--- config.mk ---
export PLATFORM = sky130hd
export DESIGN_NAME = genset_start_and_breaker_inhibit
export DESIGN_NICKNAME = d
export VERILOG_FILES = /design/src/shared/inhibit_pkg.sv /design/src/logic/genset_start_and_breaker_inhibit.sv
export SDC_FILE = /design/constraint.sdc
export NUM_CORES = 1
export LEC_CHECK = 0
export BUFFER_PORTS_ARGS = -buffer_cell sky130_fd_sc_hd__buf_2
export CORE_UTILIZATION = 51
export DETAILED_ROUTE_END_ITERATION = 8
export PLACE_DENSITY_LB_ADDON = 0.08
export SKIP_CTS_REPAIR_TIMING = 1
export SLEW_MARGIN = 20
export SYNTH_ARGS = -nofsm -noshare
export SYNTH_HDL_FRONTEND = slang
export SYNTH_SLANG_ARGS = --single-unit
--- constraint.sdc ---
create_clock -name sys_clk_i -period 4.3 [get_ports sys_clk_i]
set_input_delay 0 -clock sys_clk_i [delete_from_list [all_inputs] [get_ports sys_clk_i]]
set_output_delay 0 -clock sys_clk_i [all_outputs]
set_load 0.02 [all_outputs]
--- src/shared/inhibit_pkg.sv ---
package inhibit_pkg;
	localparam int CLK_HZ = 50_000_000;
	// one-second tick divider
	localparam int TICK_CYCLES = CLK_HZ;
	localparam int FORCED_OFF_DELAY_S = 2;
	localparam int COMM_HOLD_S = 30;
	localparam logic [7:0] CMD_ON_A = 8'h1f;
	localparam logic [7:0] CMD_ON_B = 8'h20;
	localparam logic [7:0] CMD_OFF = 8'h21;
	localparam int EVT_ENABLE_BIT = 6;
	localparam int SEC_PER_DAY = 86400;
	// start sources: input, scheduler, load mgmt, mains, breaker fault, mains ctrl
	localparam int START_SRC_N = 6;
	// closure sources: input, mains, comm port, breaker fault, mains-breaker sync, mains ctrl
	localparam int CLOSE_SRC_N = 6;

	typedef struct packed {
		logic [START_SRC_N-1:0] start_src;
		logic [CLOSE_SRC_N-1:0] close_src;
	} inhibit_status_t;

	typedef struct packed {
		logic valid;
		logic [7:0] code;
	} remote_cmd_t;
endpackage

--- src/logic/genset_start_and_breaker_inhibit.sv ---
`timescale 1ns/1ns
`default_nettype none
module genset_start_and_breaker_inhibit #(
	parameter int IN_N = 4,
	parameter int MC_N = 4,
	parameter int DELAY_W = 16,
	parameter int TICK_CYCLES = inhibit_pkg::TICK_CYCLES
) (
	input wire logic sys_clk_i,
	input wire logic reset_i,
	input wire logic [IN_N-1:0] din_i,
	input wire logic [IN_N-1:0] start_block_input_function_i,
	input wire logic [IN_N-1:0] supply_block_input_function_i,
	input wire logic [DELAY_W-1:0] on_delay_s_i,
	input wire logic [DELAY_W-1:0] off_delay_s_i,
	input wire logic [DELAY_W-1:0] max_mains_fail_s_i,
	input wire logic auto_mode_i,
	input wire logic auto_submode_i,
	input wire logic gen_running_i,
	input wire logic [6:0] enable_days_i,
	input wire logic [2:0] weekday_i,
	input wire logic [16:0] start_time_s_i,
	input wire logic [16:0] stop_time_s_i,
	input wire logic [16:0] now_s_i,
	input wire logic clock_reliable_i,
	input wire logic load_mgmt_stop_i,
	input wire logic parallel_to_mains_app_i,
	input wire logic automatic_mains_failure_app_i,
	input wire logic mains_suitable_i,
	input wire logic breaker_fault_i,
	input wire logic [MC_N-1:0] mc_connected_i,
	input wire logic [MC_N-1:0] mc_inhibit_i,
	input wire logic mc_open_request_i,
	input wire logic sync_in_progress_i,
	input wire logic generator_breaker_closed_i,
	input wire logic unload_allowed_i,
	input wire logic generator_unloaded_i,
	input wire inhibit_pkg::remote_cmd_t remote_cmd_i,
	input wire logic [7:0] event_mask_i,
	output logic start_inhibit_o,
	output logic close_inhibit_o,
	output logic unload_request_o,
	output logic open_generator_breaker_o,
	output logic clock_invalid_anomaly_o,
	output inhibit_pkg::inhibit_status_t status_o,
	output logic [inhibit_pkg::START_SRC_N-1:0] start_evt_on_o,
	output logic [inhibit_pkg::START_SRC_N-1:0] start_evt_off_o,
	output logic [inhibit_pkg::CLOSE_SRC_N-1:0] close_evt_on_o,
	output logic close_evt_all_off_o
);
	// pin inputs pass two flops; everything else is same-clock logic
	logic [IN_N-1:0] din_meta;
	logic [IN_N-1:0] din_sync;
	always_ff @(posedge sys_clk_i) begin
		if (reset_i) begin
			din_meta <= '0;
			din_sync <= '0;
		end else begin
			din_meta <= din_i;
			din_sync <= din_meta;
		end
	end

	logic [31:0] tick_cnt;
	logic tick;
	always_ff @(posedge sys_clk_i) begin
		if (reset_i) begin
			tick_cnt <= '0;
			tick <= 1'b0;
		end else begin
			tick <= (tick_cnt == 32'(TICK_CYCLES - 1));
			tick_cnt <= (tick_cnt == 32'(TICK_CYCLES - 1)) ? '0 : tick_cnt + 32'h0000_0001;
		end
	end

	// digital input start request with on/off delays
	logic din_start_raw;
	logic din_start;
	logic [DELAY_W-1:0] din_cnt;
	logic [DELAY_W-1:0] on_lim;
	logic [DELAY_W-1:0] off_lim;
	assign din_start_raw = |(din_sync & start_block_input_function_i);
	assign on_lim = auto_mode_i ? on_delay_s_i : '0;
	assign off_lim = gen_running_i ? DELAY_W'(inhibit_pkg::FORCED_OFF_DELAY_S) : off_delay_s_i;
	always_ff @(posedge sys_clk_i) begin
		if (reset_i) begin
			din_start <= 1'b0;
			din_cnt <= '0;
		end else if (din_start_raw == din_start) begin
			din_cnt <= '0;
		end else if ((din_start_raw ? on_lim : off_lim) <= din_cnt) begin
			din_start <= din_start_raw;
			din_cnt <= '0;
		end else if (tick) begin
			din_cnt <= din_cnt + DELAY_W'(1);
		end
	end

	// scheduler window; wraps midnight when stop precedes start
	function automatic logic in_window(input logic [16:0] t, input logic [16:0] a,
		input logic [16:0] b);
		if (a == b)
			return 1'b1;
		else if (a < b)
			return (t >= a) && (t < b);
		else
			return (t >= a) || (t < b);
	endfunction
	logic [2:0] prev_day;
	logic after_mid;
	logic sched_allow;
	assign prev_day = (weekday_i == 3'h0) ? 3'h6 : weekday_i - 3'h1;
	assign after_mid = (stop_time_s_i < start_time_s_i) && (now_s_i < stop_time_s_i);
	// early-morning tail belongs to the previous day's enable bit
	assign sched_allow = in_window(now_s_i, start_time_s_i, stop_time_s_i) &&
		(after_mid ? enable_days_i[prev_day] : enable_days_i[weekday_i]);
	assign clock_invalid_anomaly_o = !clock_reliable_i;

	// mains and breaker-fault timeouts share the max mains failure time
	logic [DELAY_W-1:0] mains_cnt;
	logic [DELAY_W-1:0] fault_cnt;
	logic mains_start;
	logic fault_start;
	logic mains_bad;
	assign mains_bad = parallel_to_mains_app_i && !mains_suitable_i;
	always_ff @(posedge sys_clk_i) begin
		if (reset_i) begin
			mains_cnt <= '0;
			mains_start <= 1'b0;
		end else if (!mains_bad) begin
			mains_cnt <= '0;
			mains_start <= 1'b0;
		end else if (mains_cnt >= max_mains_fail_s_i) begin
			mains_start <= 1'b1;
		end else if (tick) begin
			mains_cnt <= mains_cnt + DELAY_W'(1);
		end
	end
	always_ff @(posedge sys_clk_i) begin
		if (reset_i) begin
			fault_cnt <= '0;
			fault_start <= 1'b0;
		end else if (!breaker_fault_i) begin
			fault_cnt <= '0;
			fault_start <= 1'b0;
		end else if (fault_cnt >= max_mains_fail_s_i) begin
			fault_start <= 1'b1;
		end else if (tick) begin
			fault_cnt <= fault_cnt + DELAY_W'(1);
		end
	end

	logic mc_all;
	// no connected mains controller means no consensus
	assign mc_all = (|mc_connected_i) && ((mc_connected_i & mc_inhibit_i) == mc_connected_i);

	// comm port closure request with 30 s lifetime
	logic comm_req;
	logic [7:0] comm_cnt;
	logic cmd_ok;
	logic amf_fail;
	assign amf_fail = automatic_mains_failure_app_i && !mains_suitable_i;
	assign cmd_ok = remote_cmd_i.valid && !amf_fail;
	always_ff @(posedge sys_clk_i) begin
		if (reset_i) begin
			comm_req <= 1'b0;
			comm_cnt <= '0;
		end else if (cmd_ok && (remote_cmd_i.code == inhibit_pkg::CMD_ON_A ||
			remote_cmd_i.code == inhibit_pkg::CMD_ON_B)) begin
			comm_req <= 1'b1;
			comm_cnt <= '0;
		end else if (cmd_ok && remote_cmd_i.code == inhibit_pkg::CMD_OFF) begin
			comm_req <= 1'b0;
			comm_cnt <= '0;
		end else if (comm_req && comm_cnt >= 8'(inhibit_pkg::COMM_HOLD_S)) begin
			comm_req <= 1'b0;
		end else if (comm_req && tick) begin
			comm_cnt <= comm_cnt + 8'h01;
		end
	end

	logic [inhibit_pkg::START_SRC_N-1:0] start_src;
	logic [inhibit_pkg::CLOSE_SRC_N-1:0] close_src;
	always_comb begin
		start_src = {mc_all, fault_start, mains_start, load_mgmt_stop_i, !sched_allow,
			din_start};
		close_src = {mc_open_request_i,
			sync_in_progress_i && !generator_breaker_closed_i,
			breaker_fault_i,
			comm_req,
			mains_bad,
			|(din_sync & supply_block_input_function_i)};
	end

	logic [inhibit_pkg::START_SRC_N-1:0] start_prev;
	logic [inhibit_pkg::CLOSE_SRC_N-1:0] close_prev;
	logic evt_en;
	assign evt_en = event_mask_i[inhibit_pkg::EVT_ENABLE_BIT];
	always_ff @(posedge sys_clk_i) begin
		if (reset_i) begin
			start_prev <= '0;
			close_prev <= '0;
			start_evt_on_o <= '0;
			start_evt_off_o <= '0;
			close_evt_on_o <= '0;
			close_evt_all_off_o <= 1'b0;
			status_o <= '0;
			start_inhibit_o <= 1'b0;
			close_inhibit_o <= 1'b0;
			unload_request_o <= 1'b0;
			open_generator_breaker_o <= 1'b0;
		end else begin
			start_prev <= start_src;
			close_prev <= close_src;
			// load management and mains-controller start sources log no events
			start_evt_on_o <= evt_en ? (start_src & ~start_prev & 6'b01_1011) : '0;
			start_evt_off_o <= evt_en ? (~start_src & start_prev & 6'b01_1011) : '0;
			close_evt_on_o <= evt_en ? (close_src & ~close_prev) : '0;
			close_evt_all_off_o <= evt_en && (close_src == '0) && (close_prev != '0);
			status_o <= '{start_src: start_src, close_src: close_src};
			start_inhibit_o <= auto_mode_i && !auto_submode_i && (|start_src);
			close_inhibit_o <= |close_src;
			unload_request_o <= (|close_src) && unload_allowed_i &&
				generator_breaker_closed_i && !mains_bad;
			// mains anomaly opens at once; others wait for unload only when unload is allowed
			open_generator_breaker_o <= mains_bad || ((|close_src) &&
				(!unload_allowed_i || generator_unloaded_i));
		end
	end

	// activating command accepted this cycle
	logic comm_arm;
	logic [31:0] comm_age;
	assign comm_arm = cmd_ok && (remote_cmd_i.code == inhibit_pkg::CMD_ON_A ||
		remote_cmd_i.code == inhibit_pkg::CMD_ON_B);
	// cycle count, since 30 s of 50 MHz cycles still fits in 32 bits
	always_ff @(posedge sys_clk_i) begin
		if (reset_i) begin
			comm_age <= '0;
		end else if (!comm_req || comm_arm) begin
			comm_age <= '0;
		end else begin
			comm_age <= comm_age + 32'h0000_0001;
		end
	end
endmodule
`default_nettype wire

==> flow_summary.toml, run 1 <==
[route]
drc = 0
num_vias = 7352
drt_wl_total_um = 19300
drtIter0Drc = 333
post_drt_wl_per_cell_um = 14.0
ant_nets = 0
first_pass_iters = 4
avgViaCountPerCell = 5.34

[critical_path]
r2r_setup_slack_ps = 1110
crit_slowest_cell = "and2_0"
end_kind = "register"
path_cells = "a22oi_1 -> nand2_1 -> and2_0 -> a22o_1 -> ha_1 -> a22o_1 -> nor4_1 -> o21ai_0 -> o21ai_0 -> mux2_2"
reg2regPathDepth = 10
crit_path_max_incr_delay_ps = 450
worstSetupStartpointType = "register"
r2r_start = "din_sync[0]$_SDFF_PP0_"
cp_max_fo = 15
cp.required_ps = 4600
critPathKind = "reg -> reg"
r2r_end = "din_start$_SDFFE_PP0P_"
crit_arrival_ps = 3490

[cells_and_area]
final_core_util_pct = 65.2
fin_cells = 1378
finalNetCount = 1423
diodes = 0
post_route_cells_drive_above_1_share_pct = 19.7
layout_commonest_cell = "buf_2"
layout_common_cells = "buf_2, dfxtp_1, ha_1"
fin_area_um2 = 10000
layout-area-overhead-vs-synth_pct = 23.7

[die]
die_h_um = 128
dieArea_um2 = 16400
die_width_um = 128
row_count = 45
core_um2 = 15400
start_util_pct = 52.7
io_pins = 198

[timing]
rsz0062_at_grt = "no"
hold_violations = 1
fin_ws_ps = 1110
setup_tns_ps = 0
setup_violations = 0
fin_crit_ps = 3190
fin_worst_skew_ps = 7.01
slew_headroom_pct = 33.0
tightest_slew_ps = 999
drv_slew = 0
final.period_utilization_pct = 74.2
fmax_mhz = 314
whs_ps = -71.1

[clocking]
insertion_delay_ps = 410
cts_max_path_buffers = 2
tritoncts = "done"
cts_root_buffer = "clkbuf_16"
numCtsBuffers = 17
htree_levels = 4
clk_pin_slew_worst_paths_ps = 60
cts.sinks = 132

[place]
port_buffers = 186
gp_congestion = 0.810
post-place-ws_ps = 1130
hpwl_um = 15100
placed_cell_area_um2 = 9230
place_inst = 1328

[logic_synthesis]
synth.avg_cell_area_um2 = 8.54
ys_seq_elements = 132
synth_cells = 948
synth.top_cell.area_share_pct = 32.6
synth_top_area_cell = "dfxtp_1"
syn_area_um2 = 8100
ys_async_sr_fraction_pct = 0
synth-edff-count = 0
ys.flop_type = "dfxtp_1"
yosys_warnings = 0
synth.yosys.seq_area_share_pct = 32.6
synth.area.top_cells = "dfxtp_1, ha_1, nor2_1, inv_1, a21oi_1"
synth_cell_types = 66

[global_routing]
grt_usage_pct = 24.0
grt_pass1_vias = 6694
grt_pass1_wl_um = 31200
antenna_found_initial = 0
grt_max_degree = 33
grt_overflow = 0

[status]
failed_checks = "hold timing"
status = "complete, but fails checks"

[power_and_ir_drop]
power_frac_seq_pct = 40.2
power_density_nw_per_um2 = 311
comb_power_share_pct = 12.7
ir_drop_uv = 321
power_leakage_nw = 4.59
internal-power_mw = 2.35
p_clk_share_pct = 47.2
netSwitchingFraction_pct = 24.4
p_switching_mw = 0.761

[min_path]
min_path_cells = 3
hp-start = "supply_block_input_function_i[0]"
min_path_type = "in -> reg"
min_to = "close_prev[0]$_SDFF_PP0_"

[flow_run]
drv_cap = 0
## stage by stage
step	hold slack [ps]	total power [mW]
floorplan	76.6	1.51
global placement	207	1.66
detailed placement	225	1.66
CTS	-208	3.13
global route	4.24	3.26
finish	-71.1	3.12
## power groups by stage
stage               clock, mW  sequential, mW  combinational [mW]
finish                   1.47            1.25               0.395
global route             1.56            1.25               0.448
CTS                      1.49            1.25               0.386
detailed placement          0            1.28               0.383
global placement            0            1.28               0.378
floorplan                   0            1.29               0.219
## cells by family after synthesis
family | count (synthesis) | synth area share [%]
simple gates | 356 | 22.9
other cells | 1 | 0.0463
buf+inv | 110 | 5.39
mux | 12 | 1.81
fa+ha+maj | 106 | 16.4
flops | 132 | 32.6
compound gates | 182 | 15.5
xor+xnor | 49 | 5.30
## state kept, by name, indices dropped and copies added (netlist names), 6 cells and up
signal,flops
close_evt_on_o,6
close_prev,6
comm_cnt,8
din_cnt,16
fault_cnt,16
mains_cnt,16
start_prev,6
tick_cnt,32
## critical path: cells and delay by family (launching register included)
kind / cells / cell delay, ps
AOI/OAI and AO/OA: 5 / 1250
muxes: 1 / 360
and+or+nand+nor: 3 / 840
adders and majority gates: 1 / 310
DFF: 1 / 320
## synthesized netlist by cell type, drive strengths merged, types with 3 or more instances
master / number
dfxtp: 132
a22oi: 4
o2111ai: 7
ha: 106
xor2: 24
nor3b: 11
a211oi: 6
and2: 8
or2: 4
and3: 18
buf: 6
a21oi: 47
clkbuf: 17
o211ai: 6
a21o: 17
or4: 12
xnor2: 25
a22o: 16
o21a: 12
nand2: 59
nand3: 26
and4: 8
inv: 87
nor3: 23
nand4: 32
nor4: 8
o31ai: 9
nor2: 90
mux2i: 9
nor2b: 19
or3: 22
o21ai: 33
a2111oi: 3
nand2b: 11
## worst max path at each step
stage,endpoint,start,cells after the start,slack [ps]
after detailed placement,din_start$_SDFFE_PP0P_,din_sync[0]$_SDFF_PP0_,10,1130
after CTS,din_start$_SDFFE_PP0P_,din_sync[0]$_SDFF_PP0_,10,1130
final,din_start$_SDFFE_PP0P_,din_sync[0]$_SDFF_PP0_,10,1110
after floorplan,din_cnt[10]$_SDFFE_PP0P_,din_sync[1]$_SDFF_PP0_,13,1210
after global routing,din_start$_SDFFE_PP0P_,din_sync[0]$_SDFF_PP0_,10,800
after global placement,din_start$_SDFFE_PP0P_,din_sync[1]$_SDFF_PP0_,11,1210
## layer usage
metal / vias to the layer above / global-route usage (%) / wire length (um)
li1: 3820 / - / -
met1: 3342 / 31.4 / 9160
met2: 179 / 40.0 / 8950
met3: 11 / 5.76 / 1080
met4: 0 / 5.61 / 127
met5: - / 0 / 0
## final cells by class
type | count | area [um^2]
Clock buffer | 20 | 447
Clock inverter | 11 | 151
Fill cell | 1371 | 5360
Inverter | 87 | 327
Multi-Input combinational cell | 709 | 5040
Sequential cell | 132 | 2640
Tap cell | 211 | 264
Timing Repair Buffer | 208 | 1140
No activity file was read; power rests on OpenSTA's default activity.
==> run 2, diff against run 1 <==
Settings changed: CORE_UTILIZATION 51 to 49.
Clock period 4.3 ns to 2.7 ns, I/O delays scaled along.
==> flow_summary.toml, run 2 (synthesis results as in run 1) <==
[timing]
fin_crit_ps = 2710
final.period_utilization_pct = 100
fmax_mhz = 369
fin_ws_ps = -7.37
whs_ps = -63.3
setup_violations = 1
drv_slew = 0
fin_worst_skew_ps = 7.47
tightest_slew_ps = 609
rsz0062_at_grt = "yes"
hold_violations = 1
slew_headroom_pct = 59.2

[critical_path]
critical_path.endpoint = "din_start$_SDFFE_PP0P_"
r2r_end = "din_start$_SDFFE_PP0P_"
critPathKind = "reg -> reg"
end_kind = "register"
cp.required_ps = 3000
reg2regPathDepth = 12
worstSetupStartpointType = "register"
cp_max_fo = 7
crit_arrival_ps = 3010
r2r_start = "din_sync[1]$_SDFF_PP0_"
crit_start = "din_sync[1]$_SDFF_PP0_"
r2r_setup_slack_ps = -7

[power_and_ir_drop]
power_density_nw_per_um2 = 477
power_leakage_nw = 4.68
power_mw = 4.91
ir_drop_uv = 484

[route]
drt_wl_total_um = 19900
post_drt_wl_per_cell_um = 14.2
ant_nets = 0
drtIter0Drc = 324
drc = 0
avgViaCountPerCell = 5.31
first_pass_iters = 5
num_vias = 7440

[clocking]
cts_max_path_buffers = 2
clk_pin_slew_worst_paths_ps = 60
htree_levels = 4
numCtsBuffers = 17
insertion_delay_ps = 410
tritoncts = "done"
cts_root_buffer = "clkbuf_16"
cts.sinks = 132

[global_routing]
grt_max_degree = 33
grt_overflow = 0
antenna_found_initial = 0
grt_pass1_vias = 6905
grt_usage_pct = 23.6
grt_pass1_wl_um = 31600

[die]
start_util_pct = 50.6
row_count = 46
core_um2 = 16000
io_pins = 198
die_width_um = 131
die_h_um = 131
dieArea_um2 = 17000

[cells_and_area]
largest_reg_flops = 32
layout_commonest_cell = "buf_2"
layout-area-overhead-vs-synth_pct = 27.2
finalNetCount = 1442
diodes = 0
layout_common_cells = "buf_2, dfxtp_1, ha_1"
fin_cells = 1402
final_core_util_pct = 64.4
post_route_cells_drive_above_1_share_pct = 22.8
top_register = "tick_cnt"

[place]
gp_congestion = 0.855
place_inst = 1348
hpwl_um = 15400
port_buffers = 186

[flow_run]
drv_cap = 0

[min_path]
min_path_type = "in -> reg"

[status]
failed_checks = "hold timing, setup timing"
status = "complete, but fails checks"
run 2: changes by cell type in the layout (fill, tap and decap cells not counted), moves of 3 or more:
cell,previous run,this run
buf_6,0,5
o21ai_1,1,4
o21ai_0,31,27
buf_4,3,16
ha_1,106,103
clkinvlp_4,1,4
run 2: worst min-delay path by stage:
stage                                 start                         end  slack, ps  cells after the start
after floorplan            clock_reliable_i     clock_invalid_anomaly_o         80                      1
after global placement             din_i[1]      din_meta[1]$_SDFF_PP0_        210                      2
after detailed placement           din_i[2]      din_meta[2]$_SDFF_PP0_        220                      2
after CTS                          din_i[2]      din_meta[2]$_SDFF_PP0_       -210                      2
after global routing         auto_submode_i  start_inhibit_o$_SDFF_PP0_         10                      4
final                     mc_connected_i[2]    start_prev[5]$_SDFF_PP0_        -60                      3
run 2: per-stage QoR:
| stage | hold WS [ps] | area (um^2) | TNS [ps] | worst slack [ps] |
|---|---|---|---|---|
| 2_1_floorplan | 76.6 | 8150 | -596 | -59.9 |
| 6_report | -63.3 | 10300 | -7.37 | -7.37 |
| 5_1_grt | 9.98 | 10300 | -1410 | -102 |
| 3_5_place_dp | 221 | 9380 | 0 | 11.1 |
| 3_3_place_gp | 208 | 9380 | 0 | 36.0 |
| 4_1_cts | -212 | 9950 | -10.2 | -10.2 |
run 2: final cells by class:
type / instances / area, um^2
sequential: 132 / 2650
inverter: 87 / 327
clock inverter: 10 / 100
clock buffer: 21 / 470
fill: 1454 / 5700
tap: 216 / 270
timing repair buffer: 227 / 1330
multi-input combinational: 709 / 5160
run 2: power by group:
part / total, mW / switching (mW) / leakage (nW) / internal, mW
combinational: 0.688 / 0.358 / 3.35 / 0.331
clock: 2.23 / 0.886 / 0.268 / 1.34
sequential: 1.99 / 0.0178 / 1.07 / 1.98
run 2: critical path, stage by stage, from the launching register on:
cell and delay, ps:
dfxtp_2 320, a22oi_2 200, nand2_2 80, and2_4 150, buf_6 130, a22o_1 240, ha_1 280, nand4_1 150
nor2_2 150, nand3_2 110, o32a_1 350, o21ai_1 130, mux2_4 310
run 2: per-layer routing:
| layer | share of wire [%] | wire length (um) | GRT usage, % | vias to the layer above |
|---|---|---|---|---|
| met5 | 0 | 0 | 0 | - |
| met4 | 1.8 | 357 | 8.11 | 0 |
| met3 | 4.8 | 951 | 5.33 | 25 |
| met2 | 47 | 9320 | 39.0 | 161 |
| met1 | 47 | 9290 | 30.3 | 3395 |
| li1 | - | - | - | 3859 |
